## src/fep_pkg.sv

```systemverilog
// constants and types of the flash and EEPROM protect and interrupt block
package fep_pkg;
  // ==========================================================
  // register map
  localparam int ADDR_W = 8;
  localparam logic [7:0] OFS_STATUS = 8'h00;
  localparam logic [7:0] OFS_CONFIG = 8'h04;
  localparam logic [7:0] OFS_ECC_STAT = 8'h08;
  localparam logic [7:0] OFS_ECC_CFG = 8'h0c;
  localparam logic [7:0] OFS_FGUARD = 8'h10;
  localparam logic [7:0] OFS_EGUARD = 8'h14;
  localparam logic [7:0] OFS_CMD = 8'h18;
  // ==========================================================
  // field positions
  localparam int ST_DONE_BIT = 0;
  localparam int ST_VIOL_BIT = 1;
  localparam int CFG_IRQ_BIT = 0;
  localparam int ECC_SGL_BIT = 0;
  localparam int ECC_DBL_BIT = 1;
  localparam int FG_OPEN_BIT = 7;
  localparam int FG_HOFF_BIT = 5;
  localparam int FG_HSZ_LSB = 3;
  localparam int FG_LOFF_BIT = 2;
  localparam int FG_LSZ_LSB = 0;
  localparam int EG_OPEN_BIT = 7;
  localparam int EG_SZ_LSB = 0;
  localparam int CMD_ADDR_LSB = 0;
  localparam int CMD_CODE_LSB = 16;
  // ==========================================================
  // reset values and masks
  localparam logic DONE_RST = 1'b1;
  localparam logic [7:0] FG_RST = 8'h24;
  localparam logic [7:0] EG_RST = 8'h00;
  localparam logic [7:0] FG_MASK = 8'hbf;
  localparam logic [7:0] EG_MASK = 8'h87;
  // ==========================================================
  // configuration field and protected ranges
  localparam logic [15:0] CFG_KEY_ADDR = 16'hff70;
  localparam logic [15:0] CFG_PHRASE_ADDR = 16'hff78;
  localparam logic [15:0] CFG_FG_ADDR = 16'hff7c;
  localparam logic [15:0] CFG_EG_ADDR = 16'hff7d;
  localparam logic [15:0] CFG_OPT_ADDR = 16'hff7e;
  localparam logic [15:0] CFG_SEC_ADDR = 16'hff7f;
  localparam logic [15:0] FL_LO_BASE = 16'h8000;
  localparam logic [15:0] FL_LO_UNIT = 16'h0400;
  localparam logic [15:0] FL_HI_UNIT = 16'h0800;
  localparam logic [15:0] EE_BASE = 16'h3100;
  // bit (from*8+to) set when a scenario move is allowed
  localparam logic [63:0] FG_TRANS = 64'hff5a3c18080c0a0f;
  // ==========================================================
  // command codes
  localparam logic [7:0] CMD_PGM_FLASH = 8'h06;
  localparam logic [7:0] CMD_PGM_ONCE = 8'h07;
  localparam logic [7:0] CMD_ERASE_ALL = 8'h08;
  localparam logic [7:0] CMD_ERASE_SECT = 8'h0a;
  localparam logic [7:0] CMD_PGM_EE = 8'h11;
  localparam logic [7:0] CMD_ERASE_EE = 8'h12;
  typedef enum logic [2:0] {
    ST_LOAD_FG, ST_WAIT_FG, ST_LOAD_EG, ST_WAIT_EG, ST_IDLE, ST_BUSY
  } fep_state_type;
endpackage : fep_pkg

```

## src/fep_top.sv

```systemverilog
// flash and EEPROM protection, command launch and interrupt logic
//
// Chosen here: the register offsets and register access over APB.
`timescale 1ns/1ps
`default_nettype none
module fep_top (
  input wire logic pclk,
  input wire logic presetn,
  input wire logic ce,
  input wire logic psel,
  input wire logic penable,
  input wire logic pwrite,
  input wire logic [fep_pkg::ADDR_W-1:0] paddr,
  input wire logic [31:0] pwdata,
  output logic [31:0] prdata,
  output logic pready,
  output logic pslverr,
  output logic nvm_rd_req,
  output logic [15:0] nvm_addr,
  input wire logic [7:0] nvm_rd_data,
  input wire logic nvm_rd_valid,
  input wire logic nvm_ecc_single,
  input wire logic nvm_ecc_double,
  output logic nvm_cmd_start,
  output logic [7:0] nvm_cmd_code,
  input wire logic nvm_cmd_done,
  output logic cmd_irq,
  output logic err_irq
);
  import fep_pkg::*;

  // ==========================================================
  // functions
  function automatic logic fl_prot(input logic [15:0] a,
                                   input logic [7:0] g);
    logic [15:0] lo_end, hi_beg;
    logic sel;
    lo_end = FL_LO_BASE + (FL_LO_UNIT << g[FG_LSZ_LSB +: 2]) - 16'h0001;
    hi_beg = 16'h0000 - (FL_HI_UNIT << g[FG_HSZ_LSB +: 2]);
    sel = (!g[FG_LOFF_BIT] && a >= FL_LO_BASE && a <= lo_end) ||
          (!g[FG_HOFF_BIT] && a >= hi_beg);
    return g[FG_OPEN_BIT] ? sel : !sel;
  endfunction : fl_prot
  function automatic logic ee_prot(input logic [15:0] a,
                                   input logic [7:0] g);
    logic [15:0] ee_end;
    ee_end = EE_BASE + {8'h00, g[EG_SZ_LSB +: 3], 5'h1f};
    return !g[EG_OPEN_BIT] && a >= EE_BASE && a <= ee_end;
  endfunction : ee_prot
  function automatic logic trans_ok(input logic [7:0] from_g,
                                    input logic [7:0] to_g);
    logic [5:0] idx;
    idx = {from_g[FG_OPEN_BIT], from_g[FG_HOFF_BIT],
           from_g[FG_LOFF_BIT], to_g[FG_OPEN_BIT],
           to_g[FG_HOFF_BIT], to_g[FG_LOFF_BIT]};
    return FG_TRANS[idx];
  endfunction : trans_ok

  // ==========================================================
  // state
  fep_state_type state_ff;
  logic [31:0] prdata_ff;
  logic [15:0] nvm_addr_ff;
  logic [7:0] nvm_cmd_code_ff;
  logic [7:0] flash_guard_reg_ff;
  logic [7:0] eeprom_guard_reg_ff;
  logic [23:0] cmd_reg_ff;
  logic pready_ff, pslverr_ff, nvm_rd_req_ff, nvm_cmd_start_ff;
  logic cmd_irq_ff, err_irq_ff, cmd_done_flag_ff, viol_flag_ff;
  logic double_fault_flag_ff, single_fault_flag_ff, cmd_done_irq_en_ff;
  logic double_fault_irq_en_ff, single_fault_irq_en_ff;
  logic acc, wr, hit, loaded, launch, bad, launch_go, launch_bad;
  logic [31:0] rd_val;
  logic [7:0] req_code;
  logic [15:0] req_addr;
  logic [7:0] wr_fg;

  assign prdata = prdata_ff;
  assign pready = pready_ff;
  assign pslverr = pslverr_ff;
  assign nvm_rd_req = nvm_rd_req_ff;
  assign nvm_addr = nvm_addr_ff;
  assign nvm_cmd_start = nvm_cmd_start_ff;
  assign nvm_cmd_code = nvm_cmd_code_ff;
  assign cmd_irq = cmd_irq_ff;
  assign err_irq = err_irq_ff;

  // ==========================================================
  // bus decode
  assign acc = ce && psel && penable;
  assign wr = acc && pwrite && pready_ff;
  assign loaded = (state_ff == ST_IDLE) || (state_ff == ST_BUSY);
  assign wr_fg = pwdata[7:0] & FG_MASK;

  always_comb begin
    hit = 1'b1;
    rd_val = '0;
    unique case (paddr)
      OFS_STATUS: begin
        rd_val[ST_DONE_BIT] = cmd_done_flag_ff;
        rd_val[ST_VIOL_BIT] = viol_flag_ff;
      end
      OFS_CONFIG: rd_val[CFG_IRQ_BIT] = cmd_done_irq_en_ff;
      OFS_ECC_STAT: begin
        rd_val[ECC_SGL_BIT] = single_fault_flag_ff;
        rd_val[ECC_DBL_BIT] = double_fault_flag_ff;
      end
      OFS_ECC_CFG: begin
        rd_val[ECC_SGL_BIT] = single_fault_irq_en_ff;
        rd_val[ECC_DBL_BIT] = double_fault_irq_en_ff;
      end
      OFS_FGUARD: rd_val[7:0] = flash_guard_reg_ff;
      OFS_EGUARD: rd_val[7:0] = eeprom_guard_reg_ff;
      OFS_CMD: rd_val[23:0] = cmd_reg_ff;
      default: hit = 1'b0;
    endcase
  end

  always_ff @(posedge pclk or negedge presetn) begin
    if (!presetn) begin
      pready_ff <= 1'b0;
      pslverr_ff <= 1'b0;
      prdata_ff <= 32'h0000_0000;
    end else if (ce) begin
      pready_ff <= acc && !pready_ff;
      if (acc && !pready_ff) begin
        pslverr_ff <= !hit;
        prdata_ff <= pwrite ? 32'h0000_0000 : rd_val;
      end
    end
  end

  // ==========================================================
  // command launch check
  assign req_code = cmd_reg_ff[CMD_CODE_LSB +: 8];
  assign req_addr = cmd_reg_ff[CMD_ADDR_LSB +: 16];
  assign launch = wr && paddr == OFS_STATUS && pwdata[ST_DONE_BIT] &&
                  cmd_done_flag_ff && !viol_flag_ff &&
                  state_ff == ST_IDLE;

  always_comb begin
    bad = 1'b0;
    unique case (req_code)
      CMD_PGM_FLASH, CMD_PGM_ONCE, CMD_ERASE_SECT:
        bad = fl_prot(req_addr, flash_guard_reg_ff);
      CMD_PGM_EE, CMD_ERASE_EE:
        bad = ee_prot(req_addr, eeprom_guard_reg_ff);
      CMD_ERASE_ALL:
        bad = !(flash_guard_reg_ff[FG_OPEN_BIT] &&
                flash_guard_reg_ff[FG_HOFF_BIT] &&
                flash_guard_reg_ff[FG_LOFF_BIT] &&
                eeprom_guard_reg_ff[EG_OPEN_BIT]);
      default: bad = 1'b0;
    endcase
  end
  assign launch_go = launch && !bad;
  assign launch_bad = launch && bad;
  // ==========================================================
  // reset load and command sequencer
  always_ff @(posedge pclk or negedge presetn) begin
    if (!presetn) begin
      state_ff <= ST_LOAD_FG;
      nvm_rd_req_ff <= 1'b0;
      nvm_addr_ff <= 16'h0000;
      nvm_cmd_start_ff <= 1'b0;
      nvm_cmd_code_ff <= 8'h00;
    end else if (ce) begin
      nvm_rd_req_ff <= 1'b0;
      nvm_cmd_start_ff <= 1'b0;
      unique case (state_ff)
        ST_LOAD_FG: begin
          nvm_rd_req_ff <= 1'b1;
          nvm_addr_ff <= CFG_FG_ADDR;
          state_ff <= ST_WAIT_FG;
        end
        ST_WAIT_FG: begin
          if (nvm_rd_valid) begin
            state_ff <= ST_LOAD_EG;
          end
        end
        ST_LOAD_EG: begin
          nvm_rd_req_ff <= 1'b1;
          nvm_addr_ff <= CFG_EG_ADDR;
          state_ff <= ST_WAIT_EG;
        end
        ST_WAIT_EG: begin
          if (nvm_rd_valid) begin
            state_ff <= ST_IDLE;
          end
        end
        ST_IDLE: begin
          if (launch_go) begin
            nvm_cmd_start_ff <= 1'b1;
            nvm_cmd_code_ff <= req_code;
            nvm_addr_ff <= req_addr;
            state_ff <= ST_BUSY;
          end
        end
        ST_BUSY: begin
          if (nvm_cmd_done) begin
            state_ff <= ST_IDLE;
          end
        end
      endcase
    end
  end

  // ==========================================================
  // protection registers
  always_ff @(posedge pclk or negedge presetn) begin
    if (!presetn) begin
      flash_guard_reg_ff <= FG_RST;
    end else if (ce) begin
      if (state_ff == ST_WAIT_FG && nvm_rd_valid) begin
        flash_guard_reg_ff <= nvm_rd_data & FG_MASK;
      end else if (wr && paddr == OFS_FGUARD && loaded &&
                   trans_ok(flash_guard_reg_ff, wr_fg)) begin
        flash_guard_reg_ff <= wr_fg;
      end
    end
  end

  always_ff @(posedge pclk or negedge presetn) begin
    if (!presetn) begin
      eeprom_guard_reg_ff <= EG_RST;
    end else if (ce) begin
      if (state_ff == ST_WAIT_EG && nvm_rd_valid) begin
        eeprom_guard_reg_ff <= nvm_rd_data & EG_MASK;
      end else if (wr && paddr == OFS_EGUARD && loaded) begin
        eeprom_guard_reg_ff <= pwdata[7:0] & EG_MASK;
      end
    end
  end

  // ==========================================================
  // control registers
  always_ff @(posedge pclk or negedge presetn) begin
    if (!presetn) begin
      cmd_done_irq_en_ff <= 1'b0;
      double_fault_irq_en_ff <= 1'b0;
      single_fault_irq_en_ff <= 1'b0;
      cmd_reg_ff <= 24'h00_0000;
    end else if (ce && wr) begin
      if (paddr == OFS_CONFIG) begin
        cmd_done_irq_en_ff <= pwdata[CFG_IRQ_BIT];
      end
      if (paddr == OFS_ECC_CFG) begin
        double_fault_irq_en_ff <= pwdata[ECC_DBL_BIT];
        single_fault_irq_en_ff <= pwdata[ECC_SGL_BIT];
      end
      if (paddr == OFS_CMD && cmd_done_flag_ff) begin
        cmd_reg_ff <= pwdata[23:0];
      end
    end
  end

  // ==========================================================
  // status flags, set wins over clear
  always_ff @(posedge pclk or negedge presetn) begin
    if (!presetn) begin
      cmd_done_flag_ff <= DONE_RST;
      viol_flag_ff <= 1'b0;
    end else if (ce) begin
      if (state_ff == ST_BUSY && nvm_cmd_done) begin
        cmd_done_flag_ff <= 1'b1;
      end else if (launch_go) begin
        cmd_done_flag_ff <= 1'b0;
      end
      viol_flag_ff <= launch_bad || (viol_flag_ff && !(wr &&
        paddr == OFS_STATUS && pwdata[ST_VIOL_BIT]));
    end
  end

  always_ff @(posedge pclk or negedge presetn) begin
    if (!presetn) begin
      double_fault_flag_ff <= 1'b0;
      single_fault_flag_ff <= 1'b0;
    end else if (ce) begin
      double_fault_flag_ff <= (nvm_rd_valid && nvm_ecc_double) ||
        (double_fault_flag_ff && !(wr && paddr == OFS_ECC_STAT &&
        pwdata[ECC_DBL_BIT]));
      single_fault_flag_ff <= (nvm_rd_valid && nvm_ecc_single) ||
        (single_fault_flag_ff && !(wr && paddr == OFS_ECC_STAT &&
        pwdata[ECC_SGL_BIT]));
    end
  end

  // ==========================================================
  // interrupt requests
  always_ff @(posedge pclk or negedge presetn) begin
    if (!presetn) begin
      cmd_irq_ff <= 1'b0;
      err_irq_ff <= 1'b0;
    end else if (ce) begin
      cmd_irq_ff <= cmd_done_flag_ff && cmd_done_irq_en_ff;
      err_irq_ff <= (double_fault_flag_ff && double_fault_irq_en_ff) ||
        (single_fault_flag_ff && single_fault_irq_en_ff);
    end
  end
endmodule : fep_top
`default_nettype wire

```

## config.mk

```make
export PLATFORM = sky130hd
export DESIGN_NAME = fep_top
export DESIGN_NICKNAME = d
export VERILOG_FILES = /design/src/fep_pkg.sv /design/src/fep_top.sv
export SDC_FILE = /design/constraint.sdc
export NUM_CORES = 1
export LEC_CHECK = 0
export BUFFER_PORTS_ARGS = -buffer_cell sky130_fd_sc_hd__buf_4
export CAP_MARGIN = 10
export CORE_ASPECT_RATIO = 1.1
export CORE_MARGIN = 2
export CORE_UTILIZATION = 60
export CTS_BUF_LIST = sky130_fd_sc_hd__clkbuf_4
export DETAILED_ROUTE_END_ITERATION = 10
export HOLD_SLACK_MARGIN = 0.1
export PLACE_DENSITY = 0.88
export RECOVER_POWER = 100
export SLEW_MARGIN = 20
export SYNTH_ARGS = -nofsm -noshare
export SYNTH_HDL_FRONTEND = slang
export SYNTH_SLANG_ARGS = --single-unit
export TNS_END_PERCENT = 100
```

## constraint.sdc

```tcl
create_clock -name pclk -period 5.75 [get_ports pclk]
set_clock_uncertainty 0.15 [all_clocks]
set_input_delay 0.8625 -clock pclk [delete_from_list [all_inputs] [get_ports pclk]]
set_output_delay 0.8625 -clock pclk [all_outputs]
set_load 0.01 [all_outputs]
```

# Word-level counts from Yosys, hierarchy flattened

Memories as Yosys holds them, arrays and structs flattened.
Index checks and enable logic that the tools add are counted.

Add/sub/neg operators: 4
Magnitude comparators: 6
Equal/unequal tests: 21
Shift operators: 2
Mux-type cells: 25
Reduce and logical (&&, ||, !) cells: 80

Operator list:

| kind                     | number |
|---|---|
| $pmux W16 S3             | 1 |
| $logic_and A1 B1 Y1      | 42 |
| $eq A8 B5 Y1 const B     | 5 |
| $eq A8 B4 Y1 const B     | 4 |
| $mux W16                 | 2 |
| $mux W8                  | 4 |
| $eq A8 B3 Y1 const B     | 3 |
| $mux W24                 | 1 |
| $pmux W3 S6              | 1 |
| $pmux W6 S3              | 1 |
| $add A16 B16 Y16 const A | 1 |
| $ge A16 B14 Y1 const B   | 1 |
| $ge A16 B16 Y1           | 1 |
| $ge A16 B16 Y1 const B   | 1 |
| $le A16 B15 Y1           | 1 |
| $le A16 B16 Y1           | 1 |
| $shl A11 B2 Y16 const A  | 1 |
| $shl A12 B2 Y16 const A  | 1 |
| $sub A1 B16 Y16 const A  | 1 |
| $sub A16 B1 Y16 const B  | 1 |
| $add A14 B8 Y15 const A  | 1 |
| $reduce_and A2 Y1        | 7 |
| $logic_not A1 Y1         | 12 |
| $mux W3                  | 4 |
| other kinds (19)         | 40 |

Flip-flop bits (word level): 112
Bits in read-only memories: 64
Output and inout port bits: 62
Word-level logic and storage cells: 159
Memories: 1

Memory list:

| memory           | words | bits a word | rd ports | clocked after Yosys merged registers in | write ports | line          | text |
|---|---|---|---|---|---|---|---|
| (name not given) | 64    | 1           | 1        | 0                                       | 0           | fep_top.sv:56 | `return FG_TRANS[idx];` |

# Logic depth before layout (Yosys ltp)

Depth after elaboration: 13
Gate-level depth with buffers: 12

# Least setup slack after synthesis

OpenSTA, ideal clock, no wires.

Path kind: reg2reg
Start: reg flash_guard_reg_ff[1]
End: reg nvm_addr_ff[0] (netlist: nvm_addr[0])
Setup time: 125 ps
Arrival time: 2,805 ps
Required time: 5,475 ps
Setup slack: 2,670 ps
Cell stages (with the launch flop): 12
Period minus slack after synthesis: 3,080 ps
Path through: dfrtp_1 > or2_2 > ha_1 > ha_1 > a21oi_1 > nor2_1 > a2111o_1 > o311a_1 > o311a_2 > buf_6 > buf_12 > mux2_4

Cells in the longest elaborated chain, start to end: 13

Ends and longest elaborated chain:

| what                                   | line           | text |
|---|---|---|
| start, declared                        | fep_top.sv:65  | `logic [7:0] flash_guard_reg_ff;` |
| start signal, assigned                 | fep_top.sv:215 | `flash_guard_reg_ff <= nvm_rd_data & FG_MASK;` |
| start signal, assigned                 | fep_top.sv:218 | `flash_guard_reg_ff <= wr_fg;` |
| $shl A11 B2 Y16 (*)                    | fep_top.sv:38  | `lo_end = FL_LO_BASE + (FL_LO_UNIT << g[FG_LSZ_LSB +: 2]) - 16'h0001;` |
| $add A16 B16 Y16 (*)                   | fep_top.sv:38  |  |
| $sub A16 B1 Y16 (*)                    | fep_top.sv:38  |  |
| $le A16 B16 Y1 (*)                     | fep_top.sv:40  | `sel = (!g[FG_LOFF_BIT] && a >= FL_LO_BASE && a <= lo_end) \|\|` |
| $logic_and A1 B1 Y1 (*)                | fep_top.sv:40  |  |
| $logic_or A1 B1 Y1 (*)                 | fep_top.sv:40  |  |
| $logic_not A1 Y1                       | fep_top.sv:42  | `return g[FG_OPEN_BIT] ? sel : !sel;` |
| $mux W1 (*)                            | fep_top.sv:42  |  |
| $pmux W1 S3 (*)                        | fep_top.sv:143 | `unique case (req_code)` |
| $logic_not A1 Y1 (*)                   | fep_top.sv:156 | `assign launch_go = launch && !bad;` |
| $logic_and A1 B1 Y1 (*)                | fep_top.sv:156 |  |
| $ne A2 B2 Y1 (no source line) (*)      | --             |  |
| $reduce_and A3 Y1 (no source line) (*) | --             |  |
| end signal, assigned                   | fep_top.sv:195 | `nvm_addr_ff <= req_addr;` |
| end, declared                          | fep_top.sv:63  | `logic [15:0] nvm_addr_ff;` |

Mark *: on every way between the ends. The rest lies on a longest branch, timed or not.
A chain may end at the register's enable or synchronous reset.

# Worst setup path after layout

Start: in paddr[0] (netlist bit)
End: reg nvm_cmd_code_ff[0] (netlist: nvm_cmd_code[0])

Cells in the longest elaborated chain, start to end: 8

Ends and longest elaborated chain:

| what                               | line           | text |
|---|---|---|
| start, declared                    | fep_top.sv:13  | `input wire logic [fep_pkg::ADDR_W-1:0] paddr,` |
| $logic_not A8 Y1                   | fep_top.sv:137 | `assign launch = wr && paddr == OFS_STATUS && pwdata[ST_DONE_BIT] &&` |
| $logic_and A1 B1 Y1 (3 in a row)   | fep_top.sv:137 |  |
| $logic_and A1 B1 Y1 (2 in a row)   | fep_top.sv:138 | `cmd_done_flag_ff && !viol_flag_ff &&` |
| $logic_and A1 B1 Y1                | fep_top.sv:156 |  |
| $reduce_and A3 Y1 (no source line) | --             |  |
| end signal, assigned               | fep_top.sv:194 | `nvm_cmd_code_ff <= req_code;` |
| end, declared                      | fep_top.sv:64  | `logic [7:0] nvm_cmd_code_ff;` |

Every way passes these cells.

==> impl_metrics.json <==
{
  "layout_setup_ws_ns": 1.532,
  "dp_hpwl_mm": 8.663,
  "tns_ns": 0,
  "synth-seq-cells": 99,
  "crit_family": "simple AND/OR/NAND/NOR gates",
  "dr.first_iter.drc_count": 300,
  "cpPeakStageDelay_ns": 1.19,
  "power_switching_w": 0.0004748,
  "core_area_mm2": 0.007998,
  "slew_headroom_pct": -53.02,
  "nets": 619,
  "drcViolationCount": 0,
  "grt_max_degree": 56,
  "placement.setup.worst_slack_ns": 2.034,
  "cap_violations": 4,
  "first_pass_iters": 5,
  "switching_share_pct": 32.18,
  "wl_per_cell_um": 17.87,
  "synth.avg_cell_area_um2": 11.21,
  "clockBufferDepth": 2,
  "final-hold-violation-count": 0,
  "place.gp.congestion": 0.8987,
  "cts_max_level": 3,
  "p_leak_nw": 2.567,
  "cts.sink_count": 99,
  "grt.overflow.total": 0,
  "layoutNonFillerInstCount": 658,
  "clock_latency_ns": 0.44,
  "antenna_cells": 0,
  "final_area_mm2": 0.005668,
  "fmax_ghz": 0.2371,
  "yosys.area.top_type": "dfrtp_1",
  "clkTransAtPathRegs_ns": 0.13,
  "dpl_cell_area_mm2": 0.005809,
  "cts_tree": "yes",
  "critPathMaxFanout": 27,
  "async_flop_share_pct": 100.0,
  "worst_setup_path_start_kind": "primary input",
  "rsz0062_at_grt": "no",
  "cp.required_ns": 5.93,
  "cts_hold_buf": 0,
  "die_h_um": 99.85,
  "cp_slowest_cell": "o311a_1",
  "finalCriticalPeriod_ns": 4.218,
  "gr-usage-all-layers_pct": 26.85,
  "die_area_mm2": 0.009100,
  "ir_drop_mv": 0.1545,
  "synth-edff-count": 0,
  "postCtsSetupRepairBufs": 0,
  "crit_chain": "clkbuf_4, or4_1, or2_0, nor4_1, o311a_1, o311a_1, mux2_2",
  "cellPowerDensity_mw_per_mm2": 260.3,
  "path_class": "primary input to flip-flop",
  "combPwrFrac_pct": 20.8,
  "slew_viol_final": 118,
  "fin_crit_sh_pct": 73.36,
  "fillers": 657,
  "crit_top_cell": "o311a_1",
  "cts_resized": 0,
  "die_w_um": 91.14,
  "syn_inst": 447,
  "max_slew.worst_pin.slew_ns": 2.295,
  "ys.flop_type": "dfrtp_1",
  "yosysUniqueCellTypes": 61,
  "status": "complete, but fails checks",
  "path_buf_inv": 1,
  "grt_pass1_wl_mm": 19.37,
  "root_buffer": "clkbuf_4",
  "vias": 3884,
  "synth_area_leaders": "dfrtp_1 48%, mux2_2 8.3%, mux2i_1 5.6%",
  "pin_count": 120,
  "io_buffers": 102,
  "finalSetupViolCount": 0,
  "syn_to_final_growth_pct": 13.11,
  "violations": "max-capacitance violations, max-slew violations",
  "synth_warnings": 0,
  "antenna_left": 0,
  "rows": 34,
  "min_path_type": "flip-flop to flip-flop",
  "netlist_area_mm2": 0.005011,
  "internal_power_w": 0.001000,
  "cts_buffers": 9,
  "p_seq_share_pct": 56.9,
  "post-route-util_pct": 70.87,
  "critPathArrivalTime_ns": 4.39,
  "totalWireLength_mm": 11.76,
  "dp_cells": 642,
  "vias_per_cell": 5.903,
  "synth_common_cells": "96 x dfrtp_1, 37 x mux2_2, 30 x nand2_1, 28 x mux2i_1, 27 x nor2_1",
  "grt_pass1_vias": 3868,
  "antenna_found_initial": 0,
  "end_kind": "flip-flop",
  "yosys.area.top_type_share_pct": 47.94,
  "pwr-share-clk_pct": 22.3,
  "start_util_pct": 62.66,
  "ys_seq_area_share_pct": 49.51,
  "drive_above_1_share_pct": 19.45,
  "synth_most_common_cell": "dfrtp_1"
}
==> per-layer routing <==
layer / global-route usage [%] / wire length, um / up-vias
met2: 45.53 / 6039 / 151
li1: - / - / 1797
met3: 6.156 / 650 / 28
met4: 8.858 / 270 / 0
met1: 34.52 / 4801 / 1908
met5: 0 / 0 / -
==> worst paths after layout <==
path / depth (start not counted) / slack, ns / end / start
worst min register to register: 2 / 0.35 / prdata[7] / prdata[7]
worst max register to register: 9 / 1.69 / nvm_cmd_code[0] / flash_guard_reg_ff[1]
max in group asynchronous: 2 / 2.20 / nvm_addr[12] / presetn
worst max-delay path: 7 / 1.53 / nvm_cmd_code[0] / paddr[0]
worst min-delay path: 2 / 0.35 / prdata[7] / prdata[7]
min in group asynchronous: 1 / 0.94 / pslverr / presetn
==> stage by stage <==
stage	total power (W)	hold WS, ns
2_1_floorplan	0.001045	0.3307
3_3_place_gp	0.001149	0.3154
3_5_place_dp	0.001172	0.3275
4_1_cts	0.001499	0.2453
5_1_grt	0.001562	0.3890
6_report	0.001475	0.3501
==> layout make-up <==
type                            count  area, um2  share of cell area (%)
Clock buffer                       11      82.58                   1.457
Clock inverter                      5      38.79                  0.6843
Inverter                           25      93.84                   1.656
Multi-Input combinational cell    305       2268                   40.02
Sequential cell                    99       2481                   43.77
Tap cell                          108      135.1                   2.384
Timing Repair Buffer              105      568.0                   10.02
==> flip-flops by register name, summed over array words and instances (netlist names), 3 cells and up <==
| register | flops |
|---|---|
| cmd_reg_ff | 24 |
| eeprom_guard_reg_ff | 4 |
| flash_guard_reg_ff | 7 |
| nvm_addr | 16 |
| nvm_cmd_code | 8 |
| prdata | 24 |
| state_ff | 3 |
==> kinds of logic after synthesis <==
kind of cell / Yosys count / share of synthesized area [%]
multiplexers: 69 / 15.11
XOR/XNOR: 1 / 0.1748
flip-flops: 99 / 49.51
buffers and inverters: 52 / 5.143
AND/OR/NAND/NOR: 118 / 12.83
AO/OA/AOI/OAI: 90 / 13.08
adder cells (fa/ha/maj): 16 / 3.995
other: 2 / 0.1499
==> tightest hold or removal path: stages, from the launching register on <==
cell and delay [ns]:
dfrtp_1 0.37, nand2_1 0.05, o21ai_0 0.06
==> cell usage in the layout (no fill, tap or decap), types with 16 or more instances in the layout <==
cell / netlist / routed
a22o_1: 17 / 17
mux2i_1: 28 / 28
buf_4: 8 / 45
o21ai_0: 17 / 18
dfrtp_1: 96 / 96
mux2_2: 37 / 37
clkbuf_1: 14 / 58
nor2_1: 27 / 27
ha_1: 16 / 16
nand2_1: 30 / 30
inv_1: 25 / 25
==> power groups by stage <==
stage	combinational (W)	clock (W)	sequential (W)
floorplan	0.000241	0	0.000804
global placement	0.000304	0	0.000846
detailed placement	0.000321	0	0.000850
CTS	0.000322	0.000339	0.000838
global route	0.000342	0.000372	0.000847
finish	0.000307	0.000329	0.000839
Note: power is estimated with default switching activity, not from simulation.
